`config.mk`:
```
export PLATFORM = sky130hd
export DESIGN_NAME = encoder_position_counter
export DESIGN_NICKNAME = d
export VERILOG_FILES = /design/src/hw/encoder_pkg.sv /design/src/hw/encoder_position_counter.sv /design/src/hw/input_sync.sv
export SDC_FILE = /design/constraint.sdc
export NUM_CORES = 1
export LEC_CHECK = 0
export BUFFER_PORTS_ARGS = -buffer_cell sky130_fd_sc_hd__buf_2
export CORE_MARGIN = 2
export CORE_UTILIZATION = 41
export DETAILED_ROUTE_END_ITERATION = 10
export GPL_TIMING_DRIVEN = 0
export MAX_ROUTING_LAYER = met4
export SETUP_SLACK_MARGIN = 0.05
export SYNTH_ARGS = -nofsm -noshare
export SYNTH_HDL_FRONTEND = slang
export SYNTH_SLANG_ARGS = --single-unit
export TNS_END_PERCENT = 100
```
`constraint.sdc`:
```
create_clock -name clock -period 10.25 [get_ports clock]
set_input_delay 1.5375 -clock clock [delete_from_list [all_inputs] [get_ports clock]]
set_output_delay 1.5375 -clock clock [all_outputs]
set_load 0.01 [all_outputs]
```
`src/hw/encoder_pkg.sv`:
```
// encoder_pkg: constants and types shared by the encoder position counter.
// assumes a single 20 MHz counting clock drives every consumer.
package encoder_pkg;

	// ****************************************
	// sizes
	// ****************************************
	localparam int NUM_CH = 3;
	localparam int POS_W = 32;
	localparam int PULSE_W = 23;
	localparam int SYNC_W = 4 * NUM_CH;

	// ****************************************
	// clock and pulse timing
	// ****************************************
	localparam int CLK_PERIOD_NS = 50;
	localparam int PULSE_T0_US = 200;
	localparam int PULSE_T1_US = 2000;
	localparam int PULSE_T2_US = 20000;
	localparam int PULSE_T3_US = 200000;
	localparam logic [PULSE_W-1:0] PULSE_CYC_0 =
		PULSE_W'(PULSE_T0_US * 1000 / CLK_PERIOD_NS);
	localparam logic [PULSE_W-1:0] PULSE_CYC_1 =
		PULSE_W'(PULSE_T1_US * 1000 / CLK_PERIOD_NS);
	localparam logic [PULSE_W-1:0] PULSE_CYC_2 =
		PULSE_W'(PULSE_T2_US * 1000 / CLK_PERIOD_NS);
	localparam logic [PULSE_W-1:0] PULSE_CYC_3 =
		PULSE_W'(PULSE_T3_US * 1000 / CLK_PERIOD_NS);

	// ****************************************
	// pulse width selections
	// ****************************************
	localparam logic [1:0] WIDTH_200US = 2'h0;
	localparam logic [1:0] WIDTH_2MS = 2'h1;
	localparam logic [1:0] WIDTH_20MS = 2'h2;
	localparam logic [1:0] WIDTH_200MS = 2'h3;

	// ****************************************
	// decoder modes and step sizes
	// ****************************************
	localparam logic [1:0] MODE_CW_CCW = 2'h0;
	localparam logic [1:0] MODE_X1 = 2'h1;
	localparam logic [1:0] MODE_X2 = 2'h2;
	localparam logic [1:0] MODE_X4 = 2'h3;
	localparam logic signed [3:0] STEP_NONE = 4'sh0;
	localparam logic signed [3:0] STEP_X1 = 4'sh1;
	localparam logic signed [3:0] STEP_X2 = 4'sh2;
	localparam logic signed [3:0] STEP_X4 = 4'sh4;

	// ****************************************
	// reset values
	// ****************************************
	localparam logic [POS_W-1:0] POS_RESET = 32'h0;
	localparam logic [POS_W-1:0] TRIG_CNT_RESET = 32'h0;

	typedef enum logic [1:0] {
		PULSE_IDLE = 2'b01,
		PULSE_HIGH = 2'b10
	} pulse_state_t;

endpackage

```
`src/hw/encoder_position_counter.sv`:
```
// encoder_position_counter: three incremental encoder channels with
// reload on index/origin and a position trigger per channel.
// assumes host configuration arrives as static levels on the clock domain
// and encoder pins are asynchronous.
//
// Function
// - cw/ccw mode: phase a pulse counts up
// - cw/ccw mode: phase b pulse counts down
// - x1: a leading b adds one per cycle
// - x1: b leading a subtracts one
// - x1 up on clock after a rises
// - x1 down on clock after a falls
// - x2 mode steps by two
// - x4 mode steps by four
// - reload value when index high, phases match
// - no reload without index in reload phase
// - reload wins over count step
// - reload done within one clock
// - counting resumes normally after reload
// - origin enabled: need index and origin high
// - origin enabled and low: reload ignored
// - trigger counts once pacer set, enabled
// - fire when count hits pacer multiple
// - config picks pin pulse or interrupt
// - pin pulse 200us, 2ms, 20ms, 200ms
// - three independent channels, own inputs
// - position readable anytime, undisturbed
`timescale 1ns/10ps
module encoder_position_counter #(
	parameter logic [encoder_pkg::PULSE_W-1:0] PULSE_CYC_200US =
		encoder_pkg::PULSE_CYC_0,
	parameter logic [encoder_pkg::PULSE_W-1:0] PULSE_CYC_2MS =
		encoder_pkg::PULSE_CYC_1,
	parameter logic [encoder_pkg::PULSE_W-1:0] PULSE_CYC_20MS =
		encoder_pkg::PULSE_CYC_2,
	parameter logic [encoder_pkg::PULSE_W-1:0] PULSE_CYC_200MS =
		encoder_pkg::PULSE_CYC_3
) (
	input wire logic clock,
	input wire logic rst,
	input wire logic [2:0] phase_a_in,
	input wire logic [2:0] phase_b_in,
	input wire logic [2:0] index_in,
	input wire logic [2:0] origin_in,
	input wire logic [2:0][1:0] enc_mode,
	input wire logic [2:0] reload_en,
	input wire logic [2:0] reload_phase_a,
	input wire logic [2:0] reload_phase_b,
	input wire logic [2:0] origin_en,
	input wire logic [2:0][31:0] reload_value,
	input wire logic [2:0] trig_en,
	input wire logic [2:0] trig_to_irq,
	input wire logic [2:0][31:0] pacer_num,
	input wire logic [2:0][1:0] pulse_width_sel,
	output logic [2:0][31:0] position,
	output logic [2:0] function_io_pin,
	output logic [2:0] trig_irq
);

	// ****************************************
	// input synchronisers
	// ****************************************
	logic [encoder_pkg::SYNC_W-1:0] sync_bus;
	logic [2:0] a_s, b_s, z_s, o_s;

	input_sync #(
		.WIDTH(encoder_pkg::SYNC_W)
	) u_sync (
		.clock(clock),
		.rst(rst),
		.async_in({origin_in, index_in, phase_b_in, phase_a_in}),
		.sync_out(sync_bus)
	);

	assign a_s = sync_bus[2:0];
	assign b_s = sync_bus[5:3];
	assign z_s = sync_bus[8:6];
	assign o_s = sync_bus[11:9];

	// ****************************************
	// decode helpers
	// ****************************************
	function automatic logic signed [3:0] step_delta(
		input logic [1:0] mode,
		input logic ap,
		input logic a,
		input logic bp,
		input logic b
	);
		logic a_r, a_f, b_r, b_f, fwd, rev;
		logic signed [3:0] d;
		a_r = a & ~ap;
		a_f = ~a & ap;
		b_r = b & ~bp;
		b_f = ~b & bp;
		d = encoder_pkg::STEP_NONE;
		fwd = 1'b0;
		rev = 1'b0;
		unique case (mode)
			encoder_pkg::MODE_CW_CCW: begin
				// simultaneous cw and ccw pulses cancel out
				if (a_r & ~b_r)
					d = encoder_pkg::STEP_X1;
				else if (b_r & ~a_r)
					d = -encoder_pkg::STEP_X1;
			end
			encoder_pkg::MODE_X1: begin
				if (a_r & ~b)
					d = encoder_pkg::STEP_X1;
				else if (a_f & ~b)
					d = -encoder_pkg::STEP_X1;
			end
			encoder_pkg::MODE_X2: begin
				fwd = (a_r & ~b) | (a_f & b);
				rev = (a_r & b) | (a_f & ~b);
				if (fwd)
					d = encoder_pkg::STEP_X2;
				else if (rev)
					d = -encoder_pkg::STEP_X2;
			end
			encoder_pkg::MODE_X4: begin
				fwd = (a_r & ~b) | (a_f & b) | (b_r & a) | (b_f & ~a);
				rev = (a_r & b) | (a_f & ~b) | (b_r & ~a) | (b_f & a);
				// both phases moving in one sample is an illegal jump
				if (fwd & ~rev)
					d = encoder_pkg::STEP_X4;
				else if (rev & ~fwd)
					d = -encoder_pkg::STEP_X4;
			end
		endcase
		return d;
	endfunction

	function automatic logic [encoder_pkg::PULSE_W-1:0] width_cycles(
		input logic [1:0] sel
	);
		logic [encoder_pkg::PULSE_W-1:0] w;
		w = PULSE_CYC_200US;
		unique case (sel)
			encoder_pkg::WIDTH_200US: w = PULSE_CYC_200US;
			encoder_pkg::WIDTH_2MS: w = PULSE_CYC_2MS;
			encoder_pkg::WIDTH_20MS: w = PULSE_CYC_20MS;
			encoder_pkg::WIDTH_200MS: w = PULSE_CYC_200MS;
		endcase
		return w;
	endfunction

	// ****************************************
	// per channel decode
	// ****************************************
	logic [2:0] a_p_q, b_p_q;
	logic signed [3:0] delta [3];
	logic [2:0] step, reload;

	always_ff @(posedge clock) begin
		if (rst) begin
			a_p_q <= '0;
			b_p_q <= '0;
		end else begin
			a_p_q <= a_s;
			b_p_q <= b_s;
		end
	end

	always_comb begin
		for (int i = 0; i < encoder_pkg::NUM_CH; i++) begin
			delta[i] = step_delta(enc_mode[i], a_p_q[i], a_s[i],
				b_p_q[i], b_s[i]);
			step[i] = (delta[i] != encoder_pkg::STEP_NONE);
			// index level is sampled every clock, so it must be high
			// during some part of the chosen phase to be seen
			reload[i] = reload_en[i] & z_s[i]
				& (a_s[i] == reload_phase_a[i])
				& (b_s[i] == reload_phase_b[i])
				& (~origin_en[i] | o_s[i]);
		end
	end

	// ****************************************
	// position counters
	// ****************************************
	logic [2:0][31:0] pos_q;

	always_ff @(posedge clock) begin
		if (rst) begin
			for (int i = 0; i < encoder_pkg::NUM_CH; i++)
				pos_q[i] <= encoder_pkg::POS_RESET;
		end else begin
			for (int i = 0; i < encoder_pkg::NUM_CH; i++) begin
				if (reload[i])
					pos_q[i] <= reload_value[i];
				else if (step[i])
					pos_q[i] <= pos_q[i]
						+ encoder_pkg::POS_W'(delta[i]);
			end
		end
	end

	// readout is the flop itself, so reading never disturbs counting
	assign position = pos_q;

	// ****************************************
	// position trigger
	// ****************************************
	logic [2:0][31:0] trig_cnt_q;
	logic [2:0] fire;

	always_comb begin
		for (int i = 0; i < encoder_pkg::NUM_CH; i++)
			fire[i] = trig_en[i] & step[i] & ~reload[i]
				& (pacer_num[i] != encoder_pkg::TRIG_CNT_RESET)
				& (trig_cnt_q[i] + 32'h1 == pacer_num[i]);
	end

	// counts counted steps, not their size; wraps at the pacer number
	always_ff @(posedge clock) begin
		if (rst) begin
			for (int i = 0; i < encoder_pkg::NUM_CH; i++)
				trig_cnt_q[i] <= encoder_pkg::TRIG_CNT_RESET;
		end else begin
			for (int i = 0; i < encoder_pkg::NUM_CH; i++) begin
				if (!trig_en[i])
					trig_cnt_q[i] <= encoder_pkg::TRIG_CNT_RESET;
				else if (fire[i])
					trig_cnt_q[i] <= encoder_pkg::TRIG_CNT_RESET;
				else if (step[i] & ~reload[i])
					trig_cnt_q[i] <= trig_cnt_q[i] + 32'h1;
			end
		end
	end

	// ****************************************
	// trigger outputs
	// ****************************************
	encoder_pkg::pulse_state_t pstate_q [3];
	logic [2:0][encoder_pkg::PULSE_W-1:0] pcnt_q;
	logic [2:0][encoder_pkg::PULSE_W-1:0] width_q;
	logic [2:0] pin_q, irq_q;

	// a trigger during a running pulse is dropped rather than stretching it
	always_ff @(posedge clock) begin
		if (rst) begin
			for (int i = 0; i < encoder_pkg::NUM_CH; i++) begin
				pstate_q[i] <= encoder_pkg::PULSE_IDLE;
				pcnt_q[i] <= '0;
				width_q[i] <= '0;
			end
			pin_q <= '0;
		end else begin
			for (int i = 0; i < encoder_pkg::NUM_CH; i++) begin
				unique case (pstate_q[i])
					encoder_pkg::PULSE_IDLE: begin
						if (fire[i] & ~trig_to_irq[i]) begin
							pstate_q[i] <= encoder_pkg::PULSE_HIGH;
							pin_q[i] <= 1'b1;
							width_q[i] <= width_cycles(pulse_width_sel[i]);
							pcnt_q[i] <= width_cycles(pulse_width_sel[i])
								- 23'h1;
						end
					end
					encoder_pkg::PULSE_HIGH: begin
						if (pcnt_q[i] == '0) begin
							pstate_q[i] <= encoder_pkg::PULSE_IDLE;
							pin_q[i] <= 1'b0;
						end else begin
							pcnt_q[i] <= pcnt_q[i] - 23'h1;
						end
					end
					default: begin
						pstate_q[i] <= encoder_pkg::PULSE_IDLE;
						pin_q[i] <= 1'b0;
					end
				endcase
			end
		end
	end

	always_ff @(posedge clock) begin
		if (rst)
			irq_q <= '0;
		else
			irq_q <= fire & trig_to_irq;
	end

	assign function_io_pin = pin_q;
	assign trig_irq = irq_q;

	logic [2:0][encoder_pkg::PULSE_W-1:0] high_len_q;

	always_ff @(posedge clock) begin
		if (rst) begin
			high_len_q <= '0;
		end else begin
			for (int i = 0; i < encoder_pkg::NUM_CH; i++)
				high_len_q[i] <= pin_q[i] ? high_len_q[i] + 23'h1 : '0;
		end
	end

	for (genvar g = 0; g < 3; g++) begin : g_chk

	end
endmodule // encoder_position_counter

```
`src/hw/input_sync.sv`:
```
// input_sync: two flip-flop synchroniser for a group of pin levels.
// assumes the inputs are levels from outside the clock domain.
`timescale 1ns/10ps
module input_sync #(
	parameter int WIDTH = 1
) (
	input wire logic clock,
	input wire logic rst,
	input wire logic [WIDTH-1:0] async_in,
	output logic [WIDTH-1:0] sync_out
);

	logic [WIDTH-1:0] meta_q;

	// meta_q feeds only the second stage; nothing else may look at it
	always_ff @(posedge clock) begin
		if (rst) begin
			meta_q <= '0;
			sync_out <= '0;
		end else begin
			meta_q <= async_in;
			sync_out <= meta_q;
		end
	end

endmodule // input_sync

```
==> results.cfg <==
[global_route]
antenna_found_initial = 9
grt_use_met1 = 0.350
track_usage = 0.268
grt_overflow = 0
grt_use_met3 = 0.0444
grt_max_degree = 32
first_global_vias = 23100
grtUsageMet2 = 0.419
top_usage_layer = met2
grt_pass1_wl_mm = 126

[power_and_ir_drop]
power_density_nw_per_um2 = 146
p_comb_frac = 0.285
p_leak_uw = 0.0110
switching_share = 0.340
ir_worst_vdd_mv = 0.100
clockPowerShare = 0.378
p_switching_uw = 1380
p_int_uw = 2680
pwr-share-seq = 0.337

[cts]
holdBufCountCts = 0
clkTransAtPathRegs_ns = 0.06
cts_resized = 0
cts_sinks = 303
clk-insertion-delay-late_ns = 0.57
cts_setup_buffers = 0
cts_root_buf = clkbuf_16
ctsLongestPathBuffers = 3
numCtsBuffers = 40
cts_tree = yes
htreeDepth = 2

[drt]
drc = 0
drt_wl_total_mm = 80.8
wl_per_cell_um = 18.7
postRouteAntennaNets = 0
vias = 24800
drt_iter0_markers = 1667
via_per_inst = 5.73
first_pass_iters = 5

[worst_setup_path]
start_kind = input port
cp_top_family = compound AO/OA/AOI/OAI gates
cp_data_arrival_time_ns = 6.32
r2r_setup_slack_ns = 4.79
path_cells = buf_2, clkbuf_1, nand2_1, nand2_1, and2_1, nand2_1, o31ai_1, inv_1, ha_1, a21o_1, a21oi_1, a21oi_1, o21ai_0, a211o_1, nand2_1, a41oi_1, or4b_2, a31oi_1, o221a_2
cp-end-kind = register
worst-path-buf-inv = 3
cp_slowest_stage_delay_ns = 0.71
cp_common_cell = nand2_1
crit_required_ns = 10.77
criticalPathCategory = in -> reg
crit_slowest_cell = or4b_2
cp_max_fo = 28

[yosys]
synthesis.nets = 3506
netlist_area_um2 = 23800
postSynthAreaPerCell_um2 = 7.57
ys.flop_type = dfxtp_1
yosys_register_bits = 303
yosysTopAreaCell = dfxtp_1
synthTopCellsByArea = dfxtp_1 25%, xnor2_1 6.8%, ha_1 6.5%
yosysUniqueCellTypes = 103
async_flop_share = 0
seq_area_frac_synth = 0.257
synth-edff-count = 4
synth_top_cell_area_share = 0.251
synth_top_cells_by_count = 385 x nor2_1, 299 x dfxtp_1, 280 x nand2_1
synth.most_common_cell = nor2_1
yosys_warnings = 0
synth_cells = 3144

[place]
port_buffers = 335
dpl.cell_count = 4246
dp_slack_ns = 3.91
placed_area_um2 = 26500
dpl.hpwl_mm = 61.2
gp_congestion = 0.962

[sta]
setup_ws_ns = 4.45
finalSetupViolCount = 0
tightestPinTransition_ns = 1.16
period_minus_slack_ns = 5.80
final.period_utilization = 0.566
skew_ns = 0.0213
worst_slew_margin_rel = 0.229
tns_ns = 0
drv_slew = 0
hold_viol_final = 0
clock.fmax_ghz = 0.172
rsz0062_at_grt = no

[cells_and_area]
nFillCells = 5942
stdcell_count = 4326
design_area_um2 = 27900
area_growth_pct = 17.4
seq_area_um2 = 6110
nets = 3885
multi_input_area_um2 = 16600
drive_above_1_share = 0.145

[flow_run]
cap_viol_max_count = 0

[die]
coreArea_um2 = 57600
die_width_um = 245
die_area_um2 = 60000
start_util = 0.413
io_pins = 338
std_cell_rows = 88
die_h_um = 245

[outcome]
status = finished, final reports clean

[worst_hold_path]
min_path_type = reg -> reg
==> power by group through the flow <==
stage               clock, uW  sequential [uW]  combinational (uW)
finish                   1540             1370                1160
CTS                      1570             1370                1140
floorplan                   0             1390                 770
global route             1620             1380                1290
global placement            0             1390                1130
detailed placement          0             1390                1140
==> per-stage QoR <==
| step | hold slack, ns | utilization | total power (uW) |
|---|---|---|---|
| 2_1_floorplan | 0.414 | - | 2150 |
| 3_3_place_gp | 0.415 | 0.459 | 2520 |
| 3_5_place_dp | 0.423 | 0.460 | 2530 |
| 4_1_cts | 0.437 | 0.485 | 4080 |
| 5_1_grt | 0.451 | 0.485 | 4280 |
| 6_report | 0.434 | 0.485 | 4070 |
==> worst register-to-register path, delay by kind of cell, from the launching register on <==
kind / cells / cell delay, ns
adder cells (fa/ha/maj): 2 / 0.87
AND/OR/NAND/NOR: 3 / 0.95
AO/OA/AOI/OAI: 9 / 2.24
flip-flops: 1 / 0.30
buffers and inverters: 2 / 1.06
==> final cells by class <==
| cell class | instances | share of cell area |
|---|---|---|
| multi-input cells | 2582 | 0.594 |
| flip-flops and latches | 303 | 0.219 |
| repair buffers | 337 | 0.0614 |
| clock buffers | 58 | 0.0419 |
| well taps | 765 | 0.0343 |
| plain buffers | 174 | 0.0286 |
| inverters | 85 | 0.0114 |
| clock inverters | 13 | 0.00878 |
| diodes | 9 | 0.000806 |
==> layer usage <==
layer / share of wire / routed length, um
met2: 0.45 / 36600
met4: 0.032 / 2610
met1: 0.45 / 36200
met3: 0.066 / 5300
met5: 0 / 0
==> cells in the final DEF (no fill, tap or decap), types with 53 or more instances in the layout <==
cell        n
ha_1      123
a21oi_1   207
o21ai_0   154
buf_2     357
nor2b_1    53
a211oi_1   69
nand3_1   101
inv_1      83
nor2_1    385
xnor2_1   186
clkbuf_1  135
nor3_1    114
nor4_1     71
nand2_1   280
xor2_1    113
dfxtp_1   299
nand4_1    55
==> registers in the layout, indices dropped and copies added, names as in the netlist <==
register and count:
a_p_q 3, b_p_q 3, function_io_pin 3, pcnt_q 69
position 96, pstate_q 6, trig_cnt_q 96, trig_irq 3
u_sync.meta_q 12, u_sync.sync_out 12
==> path summary, 6_finish.rpt <==
check	start	to	depth (start not counted)
min	u_sync.meta_q[1]$_SDFF_PP0_	u_sync.sync_out[1]$_SDFF_PP0_	1
max reg2reg	u_sync.sync_out[0]$_SDFF_PP0_	position[29]$_SDFFE_PP0P_	16
min reg2reg	u_sync.meta_q[1]$_SDFF_PP0_	u_sync.sync_out[1]$_SDFF_PP0_	1
max	enc_mode[0]	position[29]$_SDFFE_PP0P_	19
==> kinds of logic (layout without fill, tap and decap cells) <==
| logic type | Yosys count | in the layout | synth area share |
|---|---|---|---|
| compound gates | 802 | 802 | 0.225 |
| xor+xnor | 299 | 299 | 0.110 |
| fa+ha+maj | 126 | 126 | 0.0672 |
| buf+inv | 259 | 667 | 0.0469 |
| flops | 303 | 303 | 0.257 |
| mux | 35 | 35 | 0.0151 |
| other cells | 0 | 9 | 0 |
| simple gates | 1320 | 1320 | 0.279 |
No activity file was read; power rests on OpenSTA's default activity.
